$ cat config.mk
export PLATFORM = sky130hd
export DESIGN_NAME = amli_line_if
export DESIGN_NICKNAME = d
export VERILOG_FILES = /design/src/amli_pkg.sv /design/src/amli_line_if.sv
export VERILOG_INCLUDE_DIRS = /design/src
export SDC_FILE = /design/constraint.sdc
export NUM_CORES = 1
export LEC_CHECK = 0
export ABC_AREA = 1
export BUFFER_PORTS_ARGS = -buffer_cell sky130_fd_sc_hd__buf_4
export CORE_MARGIN = 2
export CORE_UTILIZATION = 34
export DETAILED_ROUTE_END_ITERATION = 6
export MAX_ROUTING_LAYER = met4
export PLACE_DENSITY = 0.57
export REMOVE_ABC_BUFFERS = 1
export SYNTH_ARGS = -nofsm -noshare
export SYNTH_HDL_FRONTEND = slang
export SYNTH_SLANG_ARGS = --single-unit
$ cat constraint.sdc
create_clock -name mclk_in -period 3.65 [get_ports mclk_in]
set_clock_uncertainty 0.2 [all_clocks]
set_input_delay 0.73 -clock mclk_in [delete_from_list [all_inputs] [get_ports mclk_in]]
set_output_delay 0.73 -clock mclk_in [all_outputs]
set_load 0.1 [all_outputs]
$ cat src/amli_cfg.svh
// Constants for the asynchronous modem line interface: offsets, bit positions,
// reset values and timing counts. Assumes a 50 MHz system clock.
// Summary of operation
// - Modem stays off line while control bit 1 clear.
// - Test mode loops transmit data into receiver.
// - Channel clear resets logic and disconnects modem.
// - Connect drops after 6 s without carrier.
// - Half duplex drops send request two bits later.
// - Bit 8 set: only deactivate, clears or connect timeout drop request.
// - Carrier error and error summary status bits.
// - Clears zero carrier error enable.
// - Control bit 10 drives frequency select.
// - Bits 11-12 choose 8,7,6,5 data bits.
// - Control bit 13 picks one or two stops.
// - Bit 14 enables even parity generate and check.
// - Bit 15 selects half duplex, carrier blocks request.
// - Output status bit 2 shows transmitter busy.
// - Output status bit 3 shows buffer can accept.
// - Output status shows send request, clear-to-send, mirrors.
// - Half duplex request waits for carrier off.
// - Output control bit 0 echoed as status.
// - Receiver flags framing error and overrun.
// - Received characters right justified.
// - Missing bits read 1 when signal absent.
`ifndef AMLI_CFG_SVH
`define AMLI_CFG_SVH

`define AMLI_CLK_HZ       50000000
`define AMLI_TIMEOUT_S    6
`define AMLI_TIMEOUT_CYC  (`AMLI_TIMEOUT_S * `AMLI_CLK_HZ)
`define AMLI_BIT_RATE     9600
`define AMLI_BIT_CYC      (`AMLI_CLK_HZ / `AMLI_BIT_RATE)
`define AMLI_REL_BITS     2

`define AMLI_A_RXDATA     3'h0
`define AMLI_A_ISTAT      3'h2
`define AMLI_A_ICTL       3'h3
`define AMLI_A_CONNECT    3'h4
`define AMLI_A_TXDATA     3'h5
`define AMLI_A_OSTAT      3'h6
`define AMLI_A_OCTL       3'h7

`define AMLI_IC_ERR_EN    1
`define AMLI_IC_ACT       2
`define AMLI_IC_TEST      3
`define AMLI_IC_CLR       4
`define AMLI_IC_TO_DIS    7
`define AMLI_IC_REL_DIS   8
`define AMLI_IC_CAR_EN    9
`define AMLI_IC_FREQ      10
`define AMLI_IC_STOP1     13
`define AMLI_IC_PAR       14
`define AMLI_IC_HALF      15
`define AMLI_OC_ACT       2
`define AMLI_OC_MASK      16'h0005
`define AMLI_CTL_RST      16'h0000

`endif

$ cat src/amli_pkg.sv
// Types shared by the asynchronous modem line interface.
// Assumes amli_cfg.svh is on the include path.
`include "amli_cfg.svh"

package amli_pkg;

    typedef enum logic [1:0] {
        AMLI_RX_IDLE  = 2'b00,
        AMLI_RX_START = 2'b01,
        AMLI_RX_DATA  = 2'b10,
        AMLI_RX_STOP  = 2'b11
    } amli_rx_t;

    // Complete state of the interface; synchroniser order is {cts, dsr, car, rxd}.
    typedef struct packed {
        logic [3:0]  sy0;
        logic [3:0]  sy1;
        logic [3:0]  sy2;
        logic [3:0]  filt;
        logic [15:0] ictl;
        logic [15:0] octl;
        logic        connect;
        logic        con_o;
        logic        rts;
        logic        rts_want;
        logic        sent;
        logic [28:0] to_cnt;
        logic [16:0] rel_cnt;
        logic [7:0]  hold;
        logic        hold_v;
        logic [11:0] shift;
        logic [3:0]  tx_bits;
        logic [15:0] tx_cnt;
        logic        txd;
        amli_rx_t    rx_st;
        logic [15:0] rx_cnt;
        logic [3:0]  rx_bits;
        logic [8:0]  rx_sh;
        logic [7:0]  rx_data;
        logic        rx_rdy;
        logic        fe;
        logic        pe;
        logic        ov;
        logic [15:0] rdata;
    } amli_state_t;

endpackage

$ cat src/amli_line_if.sv
// Asynchronous modem line interface: register port, transmitter, receiver
// and modem control. Assumes a 50 MHz clock and modem pins high when on.
`timescale 1ns/1ps
`default_nettype none
`include "amli_cfg.svh"

module amli_line_if
    import amli_pkg::*;
#(
    parameter int TIMEOUT_CYC = `AMLI_TIMEOUT_CYC,
    parameter int BIT_CYC     = `AMLI_BIT_CYC
) (
    input  wire logic        mclk_in,
    input  wire logic        rstn_in,
    input  wire logic [2:0]  addr_in,
    input  wire logic [15:0] wdata_in,
    input  wire logic        wr_in,
    input  wire logic        rd_in,
    output logic      [15:0] rdata_out,
    input  wire logic        rxd_in,
    input  wire logic        carrier_in,
    input  wire logic        dsr_in,
    input  wire logic        cts_in,
    output logic             txd_out,
    output logic             connect_out,
    output logic             rts_out,
    output logic             freq_sel_out
);

    amli_state_t r;
    amli_state_t n;

    // Character geometry shared by both channels.
    logic [3:0]  len;
    logic        par;
    logic [3:0]  nb;
    logic [7:0]  mask8;
    logic [7:0]  dm;
    logic [8:0]  pay9;
    logic        carrier;
    logic        line;
    logic        tx_idle;
    logic        rel_run;
    logic [15:0] istat;
    logic [15:0] ostat;

    assign len   = 4'h8 - {2'b00, r.ictl[12], r.ictl[11]};
    assign par   = r.ictl[`AMLI_IC_PAR];
    assign nb    = len + {3'b000, par};
    assign mask8 = 8'hFF >> {r.ictl[12], r.ictl[11]};
    assign dm    = r.hold & mask8;
    // Even parity bit sits just above the data bits.
    assign pay9  = {1'b0, dm} | ({8'h00, par & (^dm)} << len);

    assign carrier = r.filt[1];
    // Loopback taps the transmitter; the line pin keeps carrying it too.
    assign line    = r.ictl[`AMLI_IC_TEST] ? r.txd : r.filt[0];
    assign tx_idle = (r.tx_bits == 4'h0) && !r.hold_v;
    assign rel_run = r.ictl[`AMLI_IC_HALF] && !r.ictl[`AMLI_IC_REL_DIS] && r.rts
                     && r.sent && tx_idle;

    // Input status word, missing bits read 1 when the signal is absent.
    always_comb begin
        istat      = 16'h0000;
        istat[0]   = r.ictl[0];
        istat[1]   = r.ictl[1];
        istat[2]   = r.ictl[2];
        istat[3]   = r.rx_rdy;
        istat[5]   = r.fe;
        istat[6]   = r.pe;
        istat[7]   = r.ov;
        istat[8]   = !carrier && r.ictl[`AMLI_IC_CAR_EN];
        istat[4]   = |istat[8:5];
        istat[9]   = r.ictl[`AMLI_IC_CAR_EN];
        istat[10]  = r.ictl[`AMLI_IC_FREQ];
        istat[11]  = !carrier;
        istat[12]  = !r.con_o;
        istat[13]  = !r.filt[2];
        istat[15]  = r.ictl[`AMLI_IC_HALF];
    end

    // Output status word; busy covers both the shifter and the holding buffer.
    always_comb begin
        ostat      = 16'h0000;
        ostat[0]   = r.octl[0];
        ostat[2]   = (r.tx_bits != 4'h0) || r.hold_v;
        ostat[3]   = !r.hold_v;
        ostat[10]  = istat[10];
        ostat[11]  = istat[11];
        ostat[12]  = !r.rts;
        ostat[13]  = !r.filt[3];
        ostat[15]  = istat[15];
    end

    // Next-state logic for the whole interface.
    always_comb begin
        logic clr;
        amli_state_t keep;
        clr  = 1'b0;
        keep = r;
        n    = r;

        // Pins pass three stages; a level is accepted once stages two and three agree.
        n.sy0  = {cts_in, dsr_in, carrier_in, rxd_in};
        n.sy1  = r.sy0;
        n.sy2  = r.sy1;
        n.filt = (r.filt & (r.sy1 ^ r.sy2)) | (r.sy2 & ~(r.sy1 ^ r.sy2));

        // Read data stands for exactly one cycle after the strobe.
        n.rdata = 16'h0000;
        if (rd_in) begin
            if (addr_in == `AMLI_A_RXDATA) begin
                n.rdata  = {8'h00, r.rx_data};
                n.rx_rdy = 1'b0;
                n.ov     = 1'b0;
            end else if (addr_in == `AMLI_A_ISTAT) begin
                n.rdata = istat;
            end else if (addr_in == `AMLI_A_OSTAT) begin
                n.rdata = ostat;
            end else begin
                n.rdata = 16'h0000;
            end
        end

        // Register writes.
        if (wr_in) begin
            if (addr_in == `AMLI_A_ICTL) begin
                if (wdata_in[`AMLI_IC_CLR]) begin
                    clr = 1'b1;
                end else begin
                    n.ictl = wdata_in;
                    n.ictl[`AMLI_IC_CLR] = 1'b0;
                    if (wdata_in[`AMLI_IC_ACT] && !r.ictl[`AMLI_IC_ACT]) begin
                        n.connect = 1'b1;
                        n.to_cnt  = 29'h0;
                    end else if (!wdata_in[`AMLI_IC_ACT]) begin
                        n.connect = 1'b0;
                    end
                end
            end else if (addr_in == `AMLI_A_CONNECT) begin
                n.connect = 1'b1;
                n.to_cnt  = 29'h0;
            end else if (addr_in == `AMLI_A_OCTL) begin
                n.octl = wdata_in & `AMLI_OC_MASK;
                if (wdata_in[`AMLI_OC_ACT]) begin
                    n.rts_want = 1'b1;
                end else begin
                    n.rts      = 1'b0;
                    n.rts_want = 1'b0;
                    n.connect  = 1'b0;
                end
            end else if (addr_in == `AMLI_A_TXDATA) begin
                // A write into a full buffer is dropped; software polls ready first.
                if (!r.hold_v) begin
                    n.hold     = wdata_in[7:0] & mask8;
                    n.hold_v   = 1'b1;
                    n.rts_want = r.octl[`AMLI_OC_ACT];
                end
            end
        end

        // Connect timeout runs only while carrier is absent.
        if (r.connect && !carrier && !r.ictl[`AMLI_IC_TO_DIS]) begin
            n.to_cnt = r.to_cnt + 29'h1;
            if (r.to_cnt == 29'(TIMEOUT_CYC - 1)) begin
                n.connect = 1'b0;
                n.to_cnt  = 29'h0;
            end
        end else if (carrier) begin
            n.to_cnt = 29'h0;
        end

        // Transmitter: load the shifter from the buffer, then clock bits out.
        if (r.tx_bits == 4'h0) begin
            if (r.hold_v && r.octl[`AMLI_OC_ACT] && r.rts) begin
                n.shift   = ({2'b00, pay9, 1'b0}) | (12'hFFF << (nb + 4'h1));
                n.tx_bits = 4'h1 + nb + (r.ictl[`AMLI_IC_STOP1] ? 4'h1 : 4'h2);
                n.tx_cnt  = 16'h0;
                n.hold_v  = 1'b0;
                n.sent    = 1'b0;
            end
        end else if (r.tx_cnt == 16'(BIT_CYC - 1)) begin
            n.tx_cnt  = 16'h0;
            n.shift   = {1'b1, r.shift[11:1]};
            n.tx_bits = r.tx_bits - 4'h1;
            n.sent    = (r.tx_bits == 4'h1);
        end else begin
            n.tx_cnt = r.tx_cnt + 16'h1;
        end
        n.txd = (n.tx_bits != 4'h0) ? n.shift[0] : 1'b1;

        // Half duplex send request: raised only while carrier is off.
        if (rel_run) begin
            n.rel_cnt = r.rel_cnt + 17'h1;
            if (r.rel_cnt == 17'(`AMLI_REL_BITS * BIT_CYC - 1)) begin
                n.rts      = 1'b0;
                n.rts_want = 1'b0;
                n.sent     = 1'b0;
                n.rel_cnt  = 17'h0;
            end
        end else begin
            n.rel_cnt = 17'h0;
        end
        if (n.rts_want && !r.rts && !carrier && n.connect) begin
            n.rts = 1'b1;
        end

        // Receiver, gated by input activate.
        case (r.rx_st)
            AMLI_RX_IDLE: begin
                n.rx_cnt = 16'h0;
                if (r.ictl[`AMLI_IC_ACT] && !line) begin
                    n.rx_st = AMLI_RX_START;
                end
            end
            AMLI_RX_START: begin
                n.rx_cnt = r.rx_cnt + 16'h1;
                if (r.rx_cnt == 16'(BIT_CYC / 2)) begin
                    n.rx_cnt  = 16'h0;
                    n.rx_bits = 4'h0;
                    n.rx_sh   = 9'h000;
                    n.rx_st   = line ? AMLI_RX_IDLE : AMLI_RX_DATA;
                end
            end
            AMLI_RX_DATA: begin
                n.rx_cnt = r.rx_cnt + 16'h1;
                if (r.rx_cnt == 16'(BIT_CYC - 1)) begin
                    n.rx_cnt            = 16'h0;
                    n.rx_sh[r.rx_bits]  = line;
                    n.rx_bits           = r.rx_bits + 4'h1;
                    if (r.rx_bits == nb - 4'h1) begin
                        n.rx_st = AMLI_RX_STOP;
                    end
                end
            end
            AMLI_RX_STOP: begin
                n.rx_cnt = r.rx_cnt + 16'h1;
                if (r.rx_cnt == 16'(BIT_CYC - 1)) begin
                    // A new character wins over a same-cycle read of the old one.
                    n.ov      = r.rx_rdy && r.ictl[`AMLI_IC_ACT];
                    n.fe      = !line;
                    n.pe      = par && (^(r.rx_sh & (9'h1FF >> (4'h9 - nb))));
                    n.rx_data = r.rx_sh[7:0] & mask8;
                    n.rx_rdy  = 1'b1;
                    n.rx_st   = AMLI_RX_IDLE;
                end
            end
            default: begin
                n.rx_st = AMLI_RX_IDLE;
            end
        endcase

        // Full duplex ties the send request to connect.
        if (!n.ictl[`AMLI_IC_HALF]) begin
            n.rts = n.connect;
        end else if (!n.rts_want) begin
            // A request left over from full duplex must not outlive the mode change.
            n.rts = 1'b0;
        end
        if (!n.connect) begin
            n.rts = 1'b0;
        end

        // Both clears zero all control, including bits 7, 8, 9, 10 and 15.
        if (!rstn_in || clr) begin
            n      = '0;
            n.txd  = 1'b1;
            if (clr) begin
                n.sy0  = keep.sy0;
                n.sy1  = keep.sy1;
                n.sy2  = keep.sy2;
                n.filt = keep.filt;
            end
        end
        n.con_o = n.connect && n.ictl[`AMLI_IC_ERR_EN];
    end

    // Single state register.
    always_ff @(posedge mclk_in) begin
        r <= n;
    end

    assign rdata_out    = r.rdata;
    assign txd_out      = r.txd;
    assign connect_out  = r.con_o;
    assign rts_out      = r.rts;
    assign freq_sel_out = r.ictl[`AMLI_IC_FREQ];
endmodule

`default_nettype wire

==> results.md <==
* Status: completed
* Final min period at 3.01 ns
* Multi-input logic area at 5400 µm²
* Final ANT Viol Nets at 0
* Sequential fraction of the synthesis area at 0.371
* Worst VDD drop at 329 µV
* Antenna violations before repair at 0
* Final setup fails at 0
* Yosys warning count at 0
* Leading area contributor after synthesis: dfxtp_1
* Met1 Use GR at 0.231
* Finished Core Util at 0.385
* # diodes at 0
* Rows at 63
* Drt total wl at 26800 µm
* Nets at 1549
* CTS sink count at 182
* Worst-path maximum fanout at 6
* Layout Cells excl Fill at 1895
* Area contributors post-synth: dfxtp_1, nand2_1, inv_1
* Initial DRC count at 764
* Hold Crit Class: register to register
* Design area at 11400 µm²
* Post-CTS setup buffers at 0
* Synth Flop Type: dfxtp_1
* Total grt overflow at 0
* RSZ-0062 raised after global routing: no
* Crit end category: register
* Tightest hold margin at 0.259 ns
* DR WL/cell at 14.2 µm
* Lkg Pwr at 4.23 nW
* Placed cell area at 10800 µm²
* Core area at 29600 µm²
* CP Data Required Time at 3.77 ns
* Commonest cells after routing, fill and taps aside: nand2_1, inv_1, dfxtp_1
* Io pins at 47
* Count of cell types in the netlist at 57
* Register bit total from synthesis at 182
* Arrival time worst endpoint at 3.13 ns
* Die area at 31600 µm²
* Reg clk slew, reported paths at 0.07 ns
* Initial Util at 0.346
* Skew-Pair Late Insertion Delay at 0.45 ns
* Root Buffer: clkbuf_16
* CP startpoint kind: register
* Register area at 3800 µm²
* Worst reg2reg path startpoint: r[179]$_SDFFE_PP0P_
* PortBufs at 45
* DP Worst Slack at 0.685 ns
* Share of the synthesized area in the top cell type at 0.324
* P per Cell Area at 373 nW/µm²
* Max Fclk at 0.332 GHz
* Vias in the first global route at 8775
* Final worst slack at 0.639 ns
* Asr flop ratio synth at 0
* Global-route wire length before repair at 43800 µm
* Hold path startpoint: istat[0]$_SDFFE_PP0P_
* Largest net degree at the start of global routing at 46
* Mapped Avg Cell Area at 6.98 µm²
* Dpl hpwl at 19900 µm
* Met2 Track Usage GR at 0.285
* Cts hold-fix bufs at 0
* Total design power at 4.26 mW
* Cells after synthesis at 1469
* MaxCap Viol Count at 0
* CTS tree: yes
* Crit path from: r[179]$_SDFFE_PP0P_
* Synth Cell Area at 10300 µm²
* Routability congestion estimate at 0.907
* Kind of critical path: register to register
* CTS H-tree depth at 4
* CTS buffer count at 17
* Die X at 178 µm
* Post-synth EDFFs at 16
* Area delta synth->final at 11.1%
* Drc violations at 0
* Cells after DPL at 1863
* DR pass1 iterations at 5
* Worst Max-Slew Pin Slew at 0.878 ns
* All-Layer GR Usage at 0.178
* Most used routing layer: met2
* Fin. max-slew vios at 0
* Average vias per placed instance at 4.96
* FILL cells at 3173
* Crit share post-route at 0.825
* Layout cell share with drive strength beyond 1 at 0.110
* Most common cell after layout, fill and taps aside: nand2_1
* Relative slew slack at 0.413
* Die Height at 178 µm
* Post-route setup TNS at 0 ns
* Vias at 9395
* CTS resizes at 0
* CTS Buffer Depth at 2
* Met3 usage at 0.0251
* Hold Fails Final Rpt at 0
## cells by family after synthesis
logic type      after synthesis  share of synthesized area
xor+xnor                     15                     0.0128
compound gates              226                      0.120
flops                       182                      0.371
buf+inv                     236                      0.103
simple gates                779                      0.355
other cells                   1                   0.000366
fa+ha+maj                    30                     0.0380
## routing by layer
metal  vias up  part of all wire
met4         0             0.020
met1      4302              0.48
li1       4873                 -
met2       187              0.46
met3        33             0.037
met5         -                 0
## path summary, 6_finish.rpt
kind,to,slack (ns),cells after the start
setup / recovery,istat[6]$_SDFFE_PP0P_,0.64,17
hold / removal,istat[0]$_SDFFE_PP0P_,0.26,2
setup reg to reg,istat[6]$_SDFFE_PP0P_,0.64,17
hold reg to reg,istat[0]$_SDFFE_PP0P_,0.26,2
## worst max-delay path: stages (launching register included)
cell     delay, ns
dfxtp_1       0.41
inv_1         0.15
fa_1          0.65
inv_1         0.14
ha_1          0.23
ha_1          0.32
nor2_1        0.18
nand2_1       0.07
nand2_1       0.08
nand2_1       0.05
nand2_1       0.07
nand2_1       0.05
nand2_1       0.07
nand2_1       0.05
nand2_1       0.05
nand2_1       0.04
nand2_1       0.05
a21oi_1       0.05
## power by group
part / total [mW] / switching [mW] / internal (mW)
Clock: 1.89 / 0.961 / 0.929
Combinational: 0.313 / 0.222 / 0.0906
Sequential: 2.05 / 0.0189 / 2.04
## state kept, by name, indices dropped and copies added (netlist names)
name / flops
par: 1
txd_out: 1
connect_out: 1
rdata_out: 15
r: 151
ostat: 1
istat: 9
freq_sel_out: 1
carrier: 1
rts_out: 1
## final cells by class
type | instances | area share
clock buffer | 17 | 0.0373
clock inverter | 15 | 0.0153
inverter | 185 | 0.0609
multi-input combinational | 1051 | 0.474
sequential | 182 | 0.334
tap | 390 | 0.0428
timing repair buffer | 55 | 0.0362
## Yosys cell counts (18+ instances only)
library cell  instances
nor2_1              152
a21oi_1             120
nor3_1               34
nand3_1             127
nand2_1             335
dfxtp_1             166
nand4_1              40
ha_1                 28
buf_4                25
o21ai_0              65
nor3_2               18
inv_1               173
Power figures use the tool's default switching activity.
